===== config.mk =====
export PLATFORM = sky130hd
export DESIGN_NAME = exception_interrupt_sequencer
export DESIGN_NICKNAME = d
export VERILOG_FILES = /design/src/exc_seq_pkg.sv /design/src/exception_interrupt_sequencer.sv
export SDC_FILE = /design/constraint.sdc
export NUM_CORES = 1
export LEC_CHECK = 0
export ABC_AREA = 1
export BUFFER_PORTS_ARGS = -buffer_cell sky130_fd_sc_hd__buf_2
export CAP_MARGIN = 20
export CORE_MARGIN = 2
export CORE_UTILIZATION = 45
export DETAILED_ROUTE_END_ITERATION = 8
export PLACE_DENSITY = 0.75
export SLEW_MARGIN = 20
export SYNTH_ARGS = -nofsm -noshare
export SYNTH_HDL_FRONTEND = slang
export SYNTH_SLANG_ARGS = --single-unit

===== constraint.sdc =====
create_clock -name clk -period 18.3 [get_ports clk]
set_input_delay 5.49 -clock clk [delete_from_list [all_inputs] [get_ports clk]]
set_output_delay 5.49 -clock clk [all_outputs]
set_load 0.005 [all_outputs]

===== src/exc_seq_pkg.sv =====
// constants and types shared by the exception sequencer
package exc_seq_pkg;
	localparam int          SRC_COUNT      = 8;           // hardware request lines
	localparam int          CODE_W         = 4;           // vector selector code width
	localparam int          PRESCALE_W     = 13;          // 12 stages plus overflow stage
	localparam logic [12:0] PRESCALE_RST   = 13'h0000;    // value after internal reset
	localparam logic [3:0]  CODE_RESET     = 4'h0;        // selector for reset vector
	localparam logic [3:0]  CODE_SWI       = 4'h1;        // selector for software interrupt
	localparam logic [3:0]  CODE_HW_BASE   = 4'h2;        // first hardware selector
	localparam logic [15:0] STACK_TOP_RST  = 16'h00FF;    // stack pointer after reset
	localparam int          STACK_BYTES    = 5;           // pcl, pch, x, a, ccr
	localparam logic [15:0] VECTOR_PAGE    = 16'hFFFE;    // reset vector high byte address

	// sequencer phases
	typedef enum logic [3:0] {
		ST_RUN,
		ST_DUMMY,
		ST_PUSH,
		ST_VECT_H,
		ST_VECT_L,
		ST_RET_PULL,
		ST_RET_PREFETCH
	} seq_state_t;
endpackage : exc_seq_pkg


===== src/exception_interrupt_sequencer.sv =====
// exception control: request latch, arbitration, entry and return sequencing, prescaler
`timescale 1ns/1ps
`default_nettype none
module exception_interrupt_sequencer
	import exc_seq_pkg::*;
#(
	parameter int N_SRC = SRC_COUNT                  // number of hardware request lines
)(
	input  wire logic              clk,
	input  wire logic              rst,              // internal reset, async high
	input  wire logic              ext_pin_reset,    // reset caused by the external pin
	input  wire logic [N_SRC-1:0]  irq_req,          // peripheral request lines, async
	input  wire logic [N_SRC-1:0]  irq_enable,       // per-source enables
	input  wire logic              insn_done,        // core finished an instruction
	input  wire logic              swi_exec,         // core decodes software interrupt
	input  wire logic              rti_exec,         // core decodes return instruction
	input  wire logic              brk_req,          // break request at instruction end
	input  wire logic              mask_flag_in,     // core global mask flag
	input  wire logic [15:0]       pc_in,            // core program counter
	input  wire logic [7:0]        acc_in,
	input  wire logic [7:0]        x_in,
	input  wire logic [7:0]        ccr_in,
	input  wire logic [7:0]        data_in,          // read data from memory
	output logic [15:0]            bus_addr,
	output logic [7:0]             bus_wdata,
	output logic                   bus_write,
	output logic                   bus_valid,
	output logic                   core_hold,        // stall core while sequencing
	output logic                   mask_set,         // one-cycle pulse: set global mask
	output logic [CODE_W-1:0]      vector_code,      // selector for vector fetch
	output logic [15:0]            restore_pc,
	output logic [7:0]             restore_acc,
	output logic [7:0]             restore_x,
	output logic [7:0]             restore_ccr,
	output logic                   restore_valid,    // one-cycle pulse at end of return
	output logic [PRESCALE_W-1:0]  prescale_count
);
	if (N_SRC < 1 || N_SRC > 14)
	begin : g_bad_src_count
		$error("N_SRC must be 1..14 to fit the selector code");
	end

	////////////////////////////////////////////////////////////////////////////
	// request synchronisers
	logic [N_SRC-1:0] req_s1_q;        // first stage, read only by second
	logic [N_SRC-1:0] req_s2_q;        // safe to use
	always_ff @(posedge clk or posedge rst)
	begin
		if (rst)
		begin
			req_s1_q <= '0;
			req_s2_q <= '0;
		end
		else
		begin
			req_s1_q <= irq_req;
			req_s2_q <= req_s1_q;
		end
	end

	// lowest index wins, as a fixed priority
	function automatic logic [CODE_W-1:0] pick(input logic [N_SRC-1:0] v);
		logic [CODE_W-1:0] c;
		c = '0;
		for (int i = N_SRC - 1; i >= 0; i--)
			if (v[i])
				c = CODE_W'(i) + CODE_HW_BASE;
		return c;
	endfunction : pick

	////////////////////////////////////////////////////////////////////////////
	// prescaler: counter clears on a clock edge on internal reset only, so a pin reset never races it; output register clears on any reset
	logic [PRESCALE_W-1:0] pre_q;
	always_ff @(posedge clk)
	begin
		if (rst && !ext_pin_reset)
			pre_q <= PRESCALE_RST;
		else
			pre_q <= pre_q + 1'b1;
	end
	always_ff @(posedge clk or posedge rst)
	begin
		if (rst)
			prescale_count <= '0;
		else
			prescale_count <= pre_q;
	end

	////////////////////////////////////////////////////////////////////////////
	// sequencer
	seq_state_t       st_q;
	logic [2:0]       idx_q;              // byte index within push/pull
	logic [15:0]      sp_q;               // stack pointer
	logic [7:0]       stk_q [STACK_BYTES];// bytes to push (pcl,pch,x,a,ccr)
	logic             latched_q;          // a request is latched
	logic [CODE_W-1:0] code_q;
	logic [N_SRC-1:0] pend;
	assign pend = req_s2_q & irq_enable;
	logic [15:0]      pc_stack;
	assign pc_stack = swi_exec ? pc_in : pc_in - 16'h0001;

	always_ff @(posedge clk or posedge rst)
	begin
		if (rst)
		begin
			st_q          <= ST_RUN;
			idx_q         <= '0;
			sp_q          <= STACK_TOP_RST;
			latched_q     <= 1'b0;
			code_q        <= CODE_RESET;
			for (int k = 0; k < STACK_BYTES; k++)
				stk_q[k] <= 8'h00;
			bus_addr      <= 16'h0000;
			bus_wdata     <= 8'h00;
			bus_write     <= 1'b0;
			bus_valid     <= 1'b0;
			core_hold     <= 1'b0;
			mask_set      <= 1'b0;
			vector_code   <= CODE_RESET;       // reset selects reset vector
			restore_pc    <= 16'h0000;
			restore_acc   <= 8'h00;
			restore_x     <= 8'h00;
			restore_ccr   <= 8'h00;
			restore_valid <= 1'b0;
		end
		else
		begin
			mask_set      <= 1'b0;
			restore_valid <= 1'b0;
			bus_valid     <= 1'b0;
			bus_write     <= 1'b0;
			case (st_q)
			ST_RUN:
			begin
				if (insn_done)
				begin
					if (rti_exec)
					begin
						st_q      <= ST_RET_PULL;
						idx_q     <= '0;
						core_hold <= 1'b1;
					end
					else if (swi_exec || brk_req || (!mask_flag_in && |pend))
					begin
						// latch and arbitrate once; no later override
						if (!latched_q)
							code_q <= swi_exec ? CODE_SWI : (brk_req ? CODE_SWI : pick(pend));
						latched_q <= 1'b1;
						stk_q[0]  <= pc_stack[7:0];
						stk_q[1]  <= pc_stack[15:8];
						stk_q[2]  <= x_in;                   // no high index byte
						stk_q[3]  <= acc_in;
						stk_q[4]  <= ccr_in;
						st_q      <= ST_DUMMY;
						core_hold <= 1'b1;
					end
				end
			end
			ST_DUMMY:
			begin
				bus_addr  <= sp_q;                            // dummy cycle
				bus_valid <= 1'b1;
				idx_q     <= '0;
				st_q      <= ST_PUSH;
			end
			ST_PUSH:
			begin
				bus_addr  <= sp_q;                            // descending
				bus_wdata <= stk_q[idx_q];
				bus_write <= 1'b1;
				bus_valid <= 1'b1;
				sp_q      <= sp_q - 16'h0001;
				if (idx_q == 3'(STACK_BYTES - 1))
				begin
					mask_set    <= 1'b1;
					vector_code <= code_q;
					st_q        <= ST_VECT_H;
				end
				else
					idx_q <= idx_q + 3'd1;
			end
			ST_VECT_H:
			begin
				bus_addr  <= VECTOR_PAGE - {11'h000, code_q, 1'b0}; // high byte
				bus_valid <= 1'b1;
				st_q      <= ST_VECT_L;
			end
			ST_VECT_L:
			begin
				bus_addr  <= VECTOR_PAGE - {11'h000, code_q, 1'b0} + 16'h0001;
				bus_valid <= 1'b1;
				latched_q <= 1'b0;                            // serviced
				core_hold <= 1'b0;
				st_q      <= ST_RUN;
			end
			ST_RET_PULL:
			begin
				// pulls ascend: ccr, a, x, pch, pcl
				case (idx_q)
				3'd1: restore_ccr <= data_in;
				3'd2: restore_acc <= data_in;
				3'd3: restore_x   <= data_in;
				3'd4: restore_pc[15:8] <= data_in;
				default: ;
				endcase
				if (idx_q == 3'(STACK_BYTES))
				begin
					restore_pc[7:0] <= data_in;
					st_q            <= ST_RET_PREFETCH;
				end
				else
				begin
					bus_addr  <= sp_q + 16'h0001;
					bus_valid <= 1'b1;
					sp_q      <= sp_q + 16'h0001;
				end
				idx_q <= idx_q + 3'd1;
			end
			ST_RET_PREFETCH:
			begin
				bus_addr      <= {restore_pc[15:8], restore_pc[7:0]}; // always prefetch
				bus_valid     <= 1'b1;
				restore_valid <= 1'b1;
				// a pending request chains now if restored ccr bit 3 is clear, before the resumed opcode runs
				if (|pend && !restore_ccr[3])
				begin
					code_q    <= pick(pend);
					latched_q <= 1'b1;
					stk_q[0]  <= 8'(restore_pc - 16'h0001);
					stk_q[1]  <= 8'((restore_pc - 16'h0001) >> 8);
					stk_q[2]  <= restore_x;
					stk_q[3]  <= restore_acc;
					stk_q[4]  <= restore_ccr;
					st_q      <= ST_DUMMY;
				end
				else
				begin
					core_hold <= 1'b0;
					st_q      <= ST_RUN;
				end
			end
			default: st_q <= ST_RUN;
			endcase
		end
	end

	////////////////////////////////////////////////////////////////////////////
	// checks
	AST_MASK_AFTER_PUSH: assert property (@(posedge clk) disable iff (rst)
		(st_q == ST_PUSH && idx_q == 3'(STACK_BYTES - 1)) |=> mask_set)
		else $error("mask not set after stacking");
	AST_PUSH_DESC: assert property (@(posedge clk) disable iff (rst)
		(bus_write && $past(bus_write)) |-> bus_addr == $past(bus_addr) - 16'h0001)
		else $error("pushes not descending");
	AST_NO_MID_INSN: assert property (@(posedge clk) disable iff (rst)
		(st_q == ST_RUN && !insn_done) |=> !(st_q == ST_DUMMY))
		else $error("entry without instruction end");
	AST_VECT_ORDER: assert property (@(posedge clk) disable iff (rst)
		(st_q == ST_VECT_H) |=> (st_q == ST_VECT_L) ##1 !core_hold)
		else $error("vector low not after high");
	AST_HOLD_LATCH: assert property (@(posedge clk) disable iff (rst)
		(latched_q && st_q != ST_VECT_L && st_q != ST_RUN) |=> $stable(code_q))
		else $error("latched code overridden");
	AST_PRESCALE_RUN: assert property (@(posedge clk) disable iff (rst)
		1'b1 |=> pre_q == $past(pre_q) + 1'b1)
		else $error("prescaler stalled");
	AST_PREFETCH: assert property (@(posedge clk) disable iff (rst)
		(st_q == ST_RET_PREFETCH) |=> (bus_valid && restore_valid))
		else $error("return without prefetch");
	AST_FIVE_PUSH: assert property (@(posedge clk) disable iff (rst)
		(st_q == ST_DUMMY) |=> (st_q == ST_PUSH)[*5] ##1 st_q == ST_VECT_H)
		else $error("stacking count wrong");
	COV_HW: cover property (@(posedge clk) disable iff (rst) st_q == ST_VECT_L && code_q >= CODE_HW_BASE);
	COV_SWI: cover property (@(posedge clk) disable iff (rst) st_q == ST_VECT_L && code_q == CODE_SWI);
	COV_CHAIN: cover property (@(posedge clk) disable iff (rst) st_q == ST_RET_PREFETCH ##1 st_q == ST_DUMMY);
endmodule : exception_interrupt_sequencer
`default_nettype wire


==> impl_results.rst <==
.. list-table::
   :header-rows: 1

   * - Metric
     - Value
   * - Count of final max-slew check failures
     - 0
   * - IR Drop Worst-Case VDD
     - 0.0000781 V
   * - Area of the mapped netlist
     - 9390 sq um
   * - Port Buffer Count
     - 157
   * - Setup repair after global routing missed its margin
     - false
   * - Mean instance size in the synthesized netlist
     - 7.28 sq um
   * - Peak-usage layer in the global routing report
     - met2
   * - Buffer type at the clock tree root
     - sky130_fd_sc_hd__clkbuf_16
   * - Met3 track demand over resource
     - 6.29%
   * - GRT overflow
     - 0
   * - Reg-to-reg setup timing slack
     - 15210 ps
   * - Wire length of the first global-routing pass
     - 44800 um
   * - RR Endpoint
     - bus_addr[11]
   * - Cell count of the worst reg-to-reg path
     - 10
   * - End of the critical path
     - code_q[0]
   * - Startpoint of the most critical setup path
     - irq_enable[5]
   * - DRC violations left
     - 0
   * - Hold_buf cts
     - 0
   * - Num rows
     - 52
   * - Startpoint type of the worst setup path
     - input pin
   * - Cells after Synth
     - 1289
   * - Via count of the first global-routing pass
     - 8557
   * - Floorplan die area
     - 22000 sq um
   * - Initial antenna violation count
     - 2
   * - Yosys warnings
     - 0
   * - TritonCTS clock tree
     - yes
   * - Post-CTS clock slew at the launch and capture registers of the worst setup and hold paths
     - 70 ps
   * - Drt initial violations
     - 909
   * - Pin count of the biggest net entering global routing
     - 66
   * - Die outline width
     - 148 um
   * - Htree depth
     - 4
   * - Gates resized, CTS repair
     - 0
   * - Measured slew at the worst slew-check pin
     - 847 ps
   * - Most frequent cells in the layout
     - 452 x sky130_fd_sc_hd__nand2_1, 161 x sky130_fd_sc_hd__dfrtp_1, 157 x sky130_fd_sc_hd__buf_2, 125 x sky130_fd_sc_hd__nor2_1, 121 x sky130_fd_sc_hd__o21ai_0
   * - # Max-Cap Violations
     - 0
   * - Critical register-to-register path startpoint
     - idx_q[1]
   * - Power density of the placed cells
     - 147 nW/um^2
   * - Nets@finish
     - 1508
   * - Peak clock frequency supported by timing
     - 0.147 GHz
   * - Final setup vio count
     - 0
   * - Ys flop type
     - sky130_fd_sc_hd__dfrtp_1
   * - Routed WL per cell
     - 16.3 um
   * - Worst-skew pair later-pin latency
     - 430 ps
   * - Most common library cell in the layout ignoring fill and taps
     - sky130_fd_sc_hd__nand2_1
   * - Worst Path Class, Setup
     - input pin to register
   * - Post-Synthesis Net Count
     - 1371
   * - GRT Overall Usage
     - 25.8%
   * - Count of pins on the block boundary
     - 158
   * - Number of flops mapped to enable cells by yosys
     - 0
   * - Yosys cell types
     - 38
   * - Endpoint arrival time on the critical path
     - 7190 ps
   * - Final hold violation count
     - 0
   * - Clock Tree Buf Depth
     - 2
   * - Outcome
     - finished, final reports clean
   * - Area delta synth->final
     - 16.7%
   * - Remaining number of nets flagged by the antenna check after routing
     - 0
   * - Fill cell instance count of the final layout
     - 1955
   * - Final setup TNS
     - 0 ps
   * - CTS Buf Count
     - 17
   * - Vias per cell
     - 5.38
   * - Total design power
     - 1.61 mW
   * - Layout cells sized above 1
     - 15.3%
   * - Sum of net half-perimeters after detailed placement
     - 20300 um
   * - Count of state elements after synthesis
     - 182
   * - Setup repair bufs after CTS
     - 0
   * - Hold Crit Class
     - register to register
   * - Vias
     - 9205
   * - First-pass detailed-route iteration total
     - 6
   * - Min Tclk post-route
     - 6820 ps
   * - Die outline height
     - 148 um
   * - Worst setup skew after layout
     - 7.17 ps
   * - Core area
     - 20400 sq um
   * - Final cycle utilization of the critical path
     - 37.3%
   * - # clock sinks
     - 182
   * - Endpoint required time on the critical path
     - 18670 ps
   * - Met2 track utilization from global routing
     - 40.3%
   * - Met1 Resource Use GR
     - 35.2%
   * - Fraction of the yosys area taken by sequential cells
     - 47.9%
   * - Placer Congestion
     - 0.957
   * - Max_slew headroom
     - 43.1%
   * - Final WL
     - 27900 um
   * - Leakage
     - 5.61 nW
   * - Largest fanout on the critical path
     - 35
   * - Initial Utilization
     - 46.1%
   * - Critical Path End Type
     - register
   * - Proportion of register bits with asynchronous set or reset after synthesis
     - 92.9%
==> how the worst min path moves through the flow <==
stage | startpoint | to | slack, ps | depth (start not counted)
2_1_floorplan | req_s1_q[0] | req_s2_q[0] | 330 | 0
3_3_place_gp | req_s1_q[1] | req_s2_q[1] | 330 | 0
3_5_place_dp | req_s1_q[7] | req_s2_q[7] | 340 | 0
4_1_cts | pre_q[12] | prescale_count[12] | 350 | 0
5_1_grt | req_s1_q[5] | req_s2_q[5] | 360 | 0
6_report | pre_q[12] | prescale_count[12] | 350 | 0
==> through the flow <==
step,utilization [%],setup slack [ps],hold slack (ps),cell area (sq um),instances
floorplan,-,8110,331,9390,1289
global placement,50.9,10970,332,10400,1676
detailed placement,50.9,10850,339,10400,1676
CTS,53.6,11290,351,10900,1708
global route,53.8,11360,356,11000,1711
finish,53.8,11480,350,11000,1711
==> logic make-up (layout without fill, tap and decap cells) <==
logic type / count (synthesis) / after routing / share of synthesized area (%)
flip-flops: 182 / 182 / 47.9
AND/OR/NAND/NOR: 703 / 703 / 30.4
adder cells (fa/ha/maj): 10 / 10 / 1.33
other: 0 / 2 / 0
AO/OA/AOI/OAI: 221 / 221 / 12.6
XOR/XNOR: 9 / 9 / 0.840
buffers and inverters: 164 / 314 / 6.89
==> cell type report <==
cell class / instances / area (sq um) / share of cell area [%]
clock buffer: 19 / 433 / 3.95
sequential: 182 / 4500 / 41.1
multi-input combinational: 943 / 4250 / 38.8
timing repair buffer: 164 / 858 / 7.84
clock inverter: 13 / 121 / 1.11
antenna: 2 / 5.00 / 0.0457
inverter: 118 / 448 / 4.09
tap: 270 / 338 / 3.09
==> where the power goes <==
part	internal, mW	switching, mW
combinational	0.218	0.395
clock	0.189	0.166
sequential	0.537	0.107
==> registers in the layout, summed over array words and instances, names as in the netlist <==
signal          count
idx_q               3
vector_code         4
restore_pc         16
stk_q              40
req_s2_q            8
restore_x           8
restore_ccr         8
code_q              4
pre_q              13
sp_q               16
req_s1_q            8
bus_write           1
restore_valid       1
restore_acc         8
st_q                3
bus_addr           16
mask_set            1
bus_valid           1
latched_q           1
core_hold           1
prescale_count     13
bus_wdata           8
==> critical path, cell delays in order <==
cell                      delay [ps]
sky130_fd_sc_hd__buf_2            90
sky130_fd_sc_hd__nand2_1          70
sky130_fd_sc_hd__nand2_1          80
sky130_fd_sc_hd__nor2_1           70
sky130_fd_sc_hd__nand2_1         130
sky130_fd_sc_hd__nand2_1          90
sky130_fd_sc_hd__nand2_1         140
sky130_fd_sc_hd__nand3_2         560
sky130_fd_sc_hd__nor2_1          320
sky130_fd_sc_hd__nand2_1          90
sky130_fd_sc_hd__nand2_1          60
==> synthesized netlist by cell type, types with 10 or more instances <==
| library cell | number | area, sq um |
|---|---|---|
| sky130_fd_sc_hd__a21oi_1 | 55 | 275 |
| sky130_fd_sc_hd__buf_2 | 16 | 80.1 |
| sky130_fd_sc_hd__clkbuf_1 | 26 | 97.6 |
| sky130_fd_sc_hd__dfrtp_1 | 161 | 4030 |
| sky130_fd_sc_hd__dfxtp_1 | 13 | 260 |
| sky130_fd_sc_hd__ha_1 | 10 | 125 |
| sky130_fd_sc_hd__inv_1 | 110 | 413 |
| sky130_fd_sc_hd__nand2_1 | 453 | 1700 |
| sky130_fd_sc_hd__nand3_1 | 87 | 435 |
| sky130_fd_sc_hd__nand4_1 | 16 | 100 |
| sky130_fd_sc_hd__nor2_1 | 125 | 469 |
| sky130_fd_sc_hd__o21ai_0 | 121 | 606 |
| sky130_fd_sc_hd__o21ai_1 | 14 | 70.1 |
==> layer usage <==
layer	part of all wire [%]	wire, um
met4	2.8	789
met5	0	0
met2	46	12800
met1	43	12000
met3	8.1	2250
(Power assumes the default switching activity.)
